==> src/beam_leveler_defines.svh <==
// Constants for the beam leveler motor control
`ifndef BEAM_LEVELER_DEFINES_SVH
`define BEAM_LEVELER_DEFINES_SVH
`define DRIVE_LEVEL_FULL 2'h3
`define DRIVE_LEVEL_REDUCED 2'h1
`define DRIVE_LEVEL_OFF 2'h0
`endif

==> src/beam_leveler_pkg.sv <==
// Types for the beam leveler motor control
package beam_leveler_pkg;
    typedef enum logic [2:0] {
        ST_IDLE = 3'b001,
        ST_RUN = 3'b010,
        ST_HOLD = 3'b100
    } ctrl_state_e;
    typedef logic [1:0] drive_level_t;
endpackage : beam_leveler_pkg

==> src/fault_qualifier.sv <==
// Combines the setpoint fault inputs into one registered stop level
`timescale 1ns/10ps
`default_nettype none
module fault_qualifier (
    input wire logic clk,
    input wire logic srst,
    input wire logic broken_wire,
    input wire logic set_short_batt,
    input wire logic set_short_gnd,
    output logic setpoint_fault
);
    wire any_fault;
    assign any_fault = broken_wire | set_short_batt | set_short_gnd;
    always_ff @(posedge clk)
    begin
        if (srst)
            setpoint_fault <= 1'b1;
        else
            setpoint_fault <= any_fault;
    end
endmodule : fault_qualifier
`default_nettype wire

==> src/beam_leveler.sv <==
// Beam leveler motor control: on/off position loop with hysteresis and protections
`timescale 1ns/10ps
`default_nettype none
`include "beam_leveler_defines.svh"
module beam_leveler (
    input wire logic clk,
    input wire logic srst,
    input wire logic under_voltage,
    input wire logic over_voltage,
    input wire logic over_temp,
    input wire logic broken_wire,
    input wire logic set_short_batt,
    input wire logic set_short_gnd,
    input wire logic pos_transient,
    input wire logic error_above_high_ref,
    input wire logic error_below_low_ref,
    input wire logic setpoint_above_feedback,
    output logic motor_drive_a,
    output logic motor_drive_b,
    output logic drive_enable,
    output beam_leveler_pkg::drive_level_t drive_level,
    output logic ref_high,
    output logic motor_running,
    output logic setpoint_fault_out
);
    import beam_leveler_pkg::*;

    ctrl_state_e state_reg;
    ctrl_state_e state_next;
    logic dir_up_reg;
    logic latched_a_reg;
    logic latched_b_reg;
    logic transient_d_reg;
    logic armed_reg;
    logic setpoint_fault;

    fault_qualifier u_fault (
        .clk(clk),
        .srst(srst),
        .broken_wire(broken_wire),
        .set_short_batt(set_short_batt),
        .set_short_gnd(set_short_gnd),
        .setpoint_fault(setpoint_fault)
    );

    // Any supply or setpoint condition that forbids rotation; faults go through a register, so a
    // direct term keeps the stop from lagging by one cycle
    wire stop_now;
    wire transient_start;
    wire start_run;
    wire end_run;
    wire run_next;
    wire dir_next;
    wire a_next;
    wire b_next;
    wire en_next;
    drive_level_t level_next;

    assign stop_now = under_voltage | over_voltage | broken_wire | set_short_batt
        | set_short_gnd | setpoint_fault;
    assign transient_start = pos_transient & ~transient_d_reg;
    assign start_run = (state_reg == ST_IDLE) & error_above_high_ref & ~stop_now
        & ~pos_transient;
    assign end_run = (state_reg == ST_RUN) & (error_below_low_ref | stop_now);

    always_comb
    begin
        state_next = state_reg;
        unique case (state_reg)
            ST_IDLE:
            begin
                if (pos_transient)
                    state_next = ST_HOLD;
                else if (start_run)
                    state_next = ST_RUN;
            end
            ST_RUN:
            begin
                if (pos_transient)
                    state_next = ST_HOLD;
                else if (end_run)
                    state_next = ST_IDLE;
            end
            ST_HOLD:
            begin
                // Returns to idle so the loop re-evaluates with the high reference
                if (!pos_transient)
                    state_next = ST_IDLE;
            end
        endcase
    end

    assign run_next = (state_next == ST_RUN);
    assign dir_next = start_run ? setpoint_above_feedback : dir_up_reg;
    // Brake is both outputs low, so the motor terminals are shorted
    assign a_next = run_next & dir_next;
    assign b_next = run_next & ~dir_next;
    // Outputs released on over-voltage or transient; brake needs the stage on
    assign en_next = ~over_voltage & (state_next != ST_HOLD);
    assign level_next = !en_next ? `DRIVE_LEVEL_OFF
        : (over_temp ? `DRIVE_LEVEL_REDUCED : `DRIVE_LEVEL_FULL);

    always_ff @(posedge clk)
    begin
        if (srst)
        begin
            state_reg <= ST_IDLE;
            dir_up_reg <= 1'b0;
            transient_d_reg <= 1'b0;
            latched_a_reg <= 1'b0;
            latched_b_reg <= 1'b0;
            armed_reg <= 1'b0;
        end
        else
        begin
            state_reg <= state_next;
            dir_up_reg <= dir_next;
            transient_d_reg <= pos_transient;
            armed_reg <= 1'b1;
            if (transient_start)
            begin
                latched_a_reg <= motor_drive_a;
                latched_b_reg <= motor_drive_b;
            end
        end
    end

    // During a transient the pins keep the latched stage state while drive is off
    always_ff @(posedge clk)
    begin
        if (srst)
        begin
            motor_drive_a <= 1'b0;
            motor_drive_b <= 1'b0;
            drive_enable <= 1'b0;
            drive_level <= `DRIVE_LEVEL_OFF;
            ref_high <= 1'b1;
            motor_running <= 1'b0;
            setpoint_fault_out <= 1'b0;
        end
        else
        begin
            motor_drive_a <= (state_next == ST_HOLD)
                ? (transient_start ? motor_drive_a : latched_a_reg) : a_next;
            motor_drive_b <= (state_next == ST_HOLD)
                ? (transient_start ? motor_drive_b : latched_b_reg) : b_next;
            drive_enable <= en_next;
            drive_level <= level_next;
            ref_high <= ~run_next;
            motor_running <= run_next;
            // The fault register leaves reset set to hold off a start; that
            // must not show as a false fault pulse on the status pin
            setpoint_fault_out <= setpoint_fault & armed_reg;
        end
    end

    a_uv_brake: assert property (@(posedge clk) disable iff (srst)
        under_voltage && !over_voltage && !pos_transient
        |=> motor_drive_a == motor_drive_b && drive_enable && !motor_running)
        else $error("motor energised under low supply");
    a_ov_release: assert property (@(posedge clk) disable iff (srst)
        over_voltage |=> !drive_enable && drive_level == 2'h0)
        else $error("outputs not released on over-voltage");
    a_hot_reduce: assert property (@(posedge clk) disable iff (srst)
        over_temp && !over_voltage && !pos_transient |=> drive_level == 2'h1)
        else $error("drive not reduced when hot");
    a_cool_full: assert property (@(posedge clk) disable iff (srst)
        !over_temp && !over_voltage && !pos_transient |=> drive_level == 2'h3)
        else $error("full drive not restored");
    a_wire_stop: assert property (@(posedge clk) disable iff (srst)
        (broken_wire || set_short_batt || set_short_gnd) && !pos_transient
        |=> !motor_running && motor_drive_a == motor_drive_b)
        else $error("motor turns with setpoint fault");
    a_fault_flag: assert property (@(posedge clk) disable iff (srst)
        broken_wire || set_short_batt || set_short_gnd |=> ##1 setpoint_fault_out)
        else $error("setpoint fault not flagged");
    a_trans_off: assert property (@(posedge clk) disable iff (srst)
        pos_transient |=> !drive_enable && !motor_running)
        else $error("drive on during transient");
    a_trans_hold: assert property (@(posedge clk) disable iff (srst)
        pos_transient && $past(pos_transient)
        |=> $stable(motor_drive_a) && $stable(motor_drive_b))
        else $error("latched stage state changed");
    a_start_ref: assert property (@(posedge clk) disable iff (srst)
        $rose(motor_running) |-> !ref_high && $past(ref_high))
        else $error("reference not switched low at start");
    a_keep_run: assert property (@(posedge clk) disable iff (srst)
        motor_running && !error_below_low_ref && !stop_now && !pos_transient
        |=> motor_running && !ref_high)
        else $error("run or low reference dropped early");
    a_stop_ref: assert property (@(posedge clk) disable iff (srst)
        motor_running && error_below_low_ref |=> ref_high && !motor_running)
        else $error("run not ended below low reference");
    a_start_dir: assert property (@(posedge clk) disable iff (srst)
        !motor_running && start_run |=> motor_drive_a == $past(setpoint_above_feedback)
        && motor_drive_b != motor_drive_a)
        else $error("wrong start polarity");
    a_idle_brake: assert property (@(posedge clk) disable iff (srst)
        !motor_running && drive_enable |-> motor_drive_a == motor_drive_b)
        else $error("idle without brake");
    c_run_up: cover property (@(posedge clk) disable iff (srst)
        $rose(motor_running) && motor_drive_a);
    c_run_down: cover property (@(posedge clk) disable iff (srst)
        $rose(motor_running) && motor_drive_b);
    c_transient: cover property (@(posedge clk) disable iff (srst)
        motor_running ##1 pos_transient);
    c_hot_run: cover property (@(posedge clk) disable iff (srst)
        motor_running && drive_level == 2'h1);
endmodule : beam_leveler
`default_nettype wire

==> config.mk <==
export PLATFORM = sky130hd
export DESIGN_NAME = beam_leveler
export DESIGN_NICKNAME = d
export VERILOG_FILES = /design/src/beam_leveler_pkg.sv /design/src/fault_qualifier.sv /design/src/beam_leveler.sv
export VERILOG_INCLUDE_DIRS = /design/src
export SDC_FILE = /design/constraint.sdc
export NUM_CORES = 1
export LEC_CHECK = 0
export ABC_CLOCK_PERIOD_IN_PS = 1700
export BUFFER_PORTS_ARGS = -buffer_cell sky130_fd_sc_hd__buf_2
export CORE_UTILIZATION = 40
export CTS_BUF_LIST = sky130_fd_sc_hd__clkbuf_4 sky130_fd_sc_hd__clkbuf_8
export CTS_CLUSTER_SIZE = 30
export DETAILED_ROUTE_END_ITERATION = 8
export GPL_TIMING_DRIVEN = 0
export PLACE_DENSITY_LB_ADDON = 0.12
export SYNTH_ARGS = -nofsm -noshare
export SYNTH_HDL_FRONTEND = slang
export SYNTH_SLANG_ARGS = --single-unit
==> constraint.sdc <==
create_clock -name clk -period 1.7 [get_ports clk]
set_clock_uncertainty 0.2 [all_clocks]
set_input_delay 0 -clock clk [delete_from_list [all_inputs] [get_ports clk]]
set_output_delay 0 -clock clk [all_outputs]
set_load 0.005 [all_outputs]
; Yosys cells after proc, flatten, opt, wreduce, memory -nomap -nowiden
; Cells that the tools add are included.
[totals]
ff_bits = 17
inputBits = 12
out_inout_bits = 8
elab_cells = 58
[op_classes]
eq_ne = 6
n_mux = 13
n_bitwise = 24
n_reduce_logical = 1
[op_table]
columns = op, n
row1 = $mux W3, 5
row2 = $and A1 B1 Y1, 9
row3 = $pmux W3 S3, 1
row4 = $or A1 B1 Y1, 8
row5 = $not A1 Y1, 7
row6 = $eq A3 B2 Y1 const B, 2
row7 = $eq A3 B3 Y1 const B, 2
row8 = $mux W1, 6
row9 = $eq A3 B1 Y1 const B, 1
row10 = $ne A3 B3 Y1 const B, 1
row11 = $mux W2, 1
row12 = $reduce_or A2 Y1, 1

; Logic depth before layout (Yosys ltp)
[depth]
depth_word = 15
mapped_depth = 5
mapped_depth_nobuf = 5

; Modules after synthesis
; A second synthesis with hierarchy kept.
[hier_totals]
cells_unflattened = 58
area_unflattened_um2 = 599.3
[modules_own_cells]
columns = mod, instances, cells_each, area_each_um2, seq_area_each_um2
row1 = beam_leveler, 1, 56, 571.8, 320.3
row2 = fault_qualifier, 1, 2, 27.5, 20.0

; Worst setup path after synthesis
; No wires, ideal clock.
[synth_timing]
path_kind = register to register
from = register state_reg[1]
to = register motor_drive_a
setup_ns = 0.070
arrival_ns = 1.275
required_time_ns = 1.430
path_slack_ns = 0.155
path_stages_with_launch = 6
n_path_buf = 0
synth_period_minus_slack_ns = 1.545
cell_sequence = dfxtp_1 -> nor4b_2 -> nand2_2 -> a2111oi_4 -> inv_2 -> o2bb2ai_1
[synth_between]
elab_chain_cells = 10
elab_cells_between_ends = 18
classes_between = 5 x eq/ne / 8 x mux / 5 x bitwise
[synth_lines]
columns = item, line
row1 = start: declaration, beam_leveler.sv:28  ; ctrl_state_e state_reg;
row2 = start signal: assignment, beam_leveler.sv:116  ; state_reg <= state_next;
row3 = $eq A3 B1 Y1, "beam_leveler.sv:62, beam_leveler.sv:69"
row4 = $and A1 B1 Y1 (2 in series), beam_leveler.sv:62  ; assign start_run = (state_reg == ST_IDLE) & error_above_high_ref & ~stop_now
row5 = $and A1 B1 Y1, beam_leveler.sv:63  ; & ~pos_transient;
row6 = $mux W3, beam_leveler.sv:74  ; else if (start_run)
row7 = $mux W3, beam_leveler.sv:72  ; if (pos_transient)
row8 = $pmux W3 S3, beam_leveler.sv:69  ; unique case (state_reg)
row9 = $eq A3 B2 Y1, beam_leveler.sv:93  ; assign run_next = (state_next == ST_RUN);
row10 = $and A1 B1 Y1, beam_leveler.sv:96  ; assign a_next = run_next & dir_next;
row11 = $mux W1 (*), beam_leveler.sv:144  ; ? (transient_start ? motor_drive_a : latched_a_reg) : a_next;
row12 = end signal: assignment, beam_leveler.sv:143  ; motor_drive_a <= (state_next == ST_HOLD)
row13 = end: declaration, beam_leveler.sv:18  ; output logic motor_drive_a,
; Every way passes the cells marked *; elsewhere a longest branch is shown, timed or not.
; A chain may end at the register's enable or synchronous reset.

; Final worst setup path
; Same ends and word-level chain as after synthesis.

==> flow_summary.toml <==
[floorplanning]
die_area_sq_um = 1660
ioPinCount = 20
initial_core_util = 0.446
die_y_um = 40.8
rows = 13
core_sq_um = 1350
die_x_um = 40.8

[global_route]
grt_first_pass_wirelength_um = 2010
grt_pass1_vias = 490
grt_overflow_total = 0
grt_start_max_net_pins = 10
antenna_found_initial = 0
track_usage = 0.182

[power_and_ir_drop]
p_switching_mw = 0.164
p_int_mw = 0.558
vdd_ir_drop_max_mv = 0.340
p_per_area_nw_per_um2 = 782
swShare = 0.227
power_frac_seq = 0.575
p_leak_nw = 0.412
clock_power_share = 0.318
combPwrFrac = 0.106

[yosys]
ys.flop_type = "dfxtp_1"
syn_inst = 58
synth_edf_count = 0
ys_seq_area_frac = 0.565
syn-num-nets = 70
yosys_warnings = 0
syn_avg_cell_area_sq_um = 10.4
syn_area_sq_um = 602
synthArstFlopShare = 0
synth-seq-cells = 17
synth_cell_types = 22

[setup_path]
path_max_fanout = 4
reg2reg_from = "state_reg[1]$_SDFF_PP0_"
regToRegEndpoint = "motor_drive_a$_SDFF_PP0_"
r2r_slack_ps = 70
worstSetupPathType = "reg2reg"
crit_path_end_kind = "register"
startpoint_type = "register"
crit_required_ps = 1710
crit_end = "motor_drive_a$_SDFF_PP0_"
cp.arrival_ps = 1630
r2r_cells = 5
crit_start = "state_reg[1]$_SDFF_PP0_"

[placement]
routabilityCongestion = 0.805
dp_hpwl_um = 819
place_ws_ps = 0.0452
dp.cells = 92
io_buffers = 19

[status]
violations = "negative hold slack"
outcome = "complete, but fails checks"

[timing]
slew_headroom = 0.778
setup_viol = 0
finalMaxSlewViolations = 0
min_period_ps = 1630
fmax_mhz = 615
setup_ws_ps = 74.4
post-route-period-util = 0.956
hold_viol_final = 3
worstMarginPinSlew_ps = 333
whs_ps = -156

[cts]
cts-root-buf = "clkbuf_4"
cts_buffers = 3
cts_tree = "done"
cts.path.max_buffers = 2
holdBufCountCts = 13
cts_sinks = 17
clock_latency_ps = 280
h-tree-depth = 1
path_clk_slew_ps = 110

[flow_run]
maxCapViolations = 0

[route]
via_per_inst = 4.75
dr_total_vias = 527
drtPass1Iterations = 4
drc = 0
ant_nets = 0
wirelength_um = 1310
routedWlPerCell_um = 11.8
dr.first_iter.drc_count = 5

[hold_path]
hp-class = "in2reg"

[layout]
nets = 109
diodes = 0
largest_reg_flops = 3
layout.cells.most_common_list = "19 x buf_2, 15 x dfxtp_1, 13 x dlygate4sd3_1, 6 x nor2_1"
n_fill_cell = 108
layout_commonest_cell = "buf_2"
area_growth_syn_to_layout_pct = 53.4
drive_gt1_frac = 0.396
final_cells = 111
==> power by group through the flow <==
stage	clock network (mW)	registers (mW)	logic [mW]
after global routing	0.251	0.417	0.0844
final	0.230	0.415	0.0769
after CTS	0.234	0.416	0.0736
after global placement	0	0.424	0.0482
after detailed placement	0	0.425	0.0486
after floorplan	0	0.424	0.0233
==> worst min-delay path by stage <==
stage	cells past startpoint	slack (ps)	from	to
6_report	2	-160	pos_transient	state_reg[0]$_SDFF_PP1_
5_1_grt	2	-170	pos_transient	state_reg[0]$_SDFF_PP1_
4_1_cts	2	-170	pos_transient	state_reg[0]$_SDFF_PP1_
3_5_place_dp	2	-30	over_temp	drive_level[1]$_SDFF_PP0_
3_3_place_gp	2	-30	over_temp	drive_level[1]$_SDFF_PP0_
2_1_floorplan	1	-130	srst	transient_d_reg$_SDFF_PP0_
==> critical path: stages (launching register included) <==
cell	delay, ps
dfxtp_4	380
nor4b_4	290
nand2_2	110
a2111oi_4	370
inv_2	70
o2bb2ai_2	130
==> timing repair <==
action,CTS,global route
pin swaps,3,4
endpoints found under the setup margin,1,6
gates resized for setup,3,5
setup buffers,1,1
hold endpoints to repair,16,4
==> layer usage <==
layer / global-route usage / wire length [um] / vias to the layer above
met1: 0.218 / 621 / 231
met3: 0.0326 / 61 / 2
met4: 0.0500 / 6 / 0
met2: 0.324 / 617 / 16
li1: - / - / 278
met5: 0 / 0 / -
==> final cells by class <==
cell class	count	area, sq um	share of cell area
flip-flops and latches	17	345	0.374
multi-input cells	35	267	0.289
repair buffers	34	240	0.260
clock buffers	4	30.0	0.0325
inverters	6	22.5	0.0244
well taps	15	18.8	0.0203
==> kinds of logic after synthesis <==
family | after synthesis | synth area share
DFF | 17 | 0.565
buffers and inverters | 6 | 0.0374
AOI/OAI and AO/OA | 10 | 0.143
and+or+nand+nor | 22 | 0.204
muxes | 3 | 0.0499
==> synth_stat cells (2+ instances only) <==
master,instances,area (sq um)
inv_2,2,7.51
inv_1,4,15.0
o21ai_0,3,15.0
a21oi_1,2,10.0
dfxtp_1,17,340
nand2_1,4,15.0
nor3_1,4,20.0
mux2i_1,3,30.0
nor2_1,6,22.5
==> through the flow <==
step | hold slack, ps | instance area [sq um] | TNS, ps | power [mW] | utilization
after floorplan | -133 | 602 | 0 | 0.447 | -
after global placement | -34.8 | 716 | 0 | 0.472 | 0.530
after detailed placement | -28.6 | 716 | 0 | 0.473 | 0.530
after CTS | -167 | 900 | 0 | 0.724 | 0.666
after global routing | -166 | 923 | -6.43 | 0.752 | 0.684
final | -156 | 923 | 0 | 0.722 | 0.684
No activity file was read; power rests on OpenSTA's default activity.
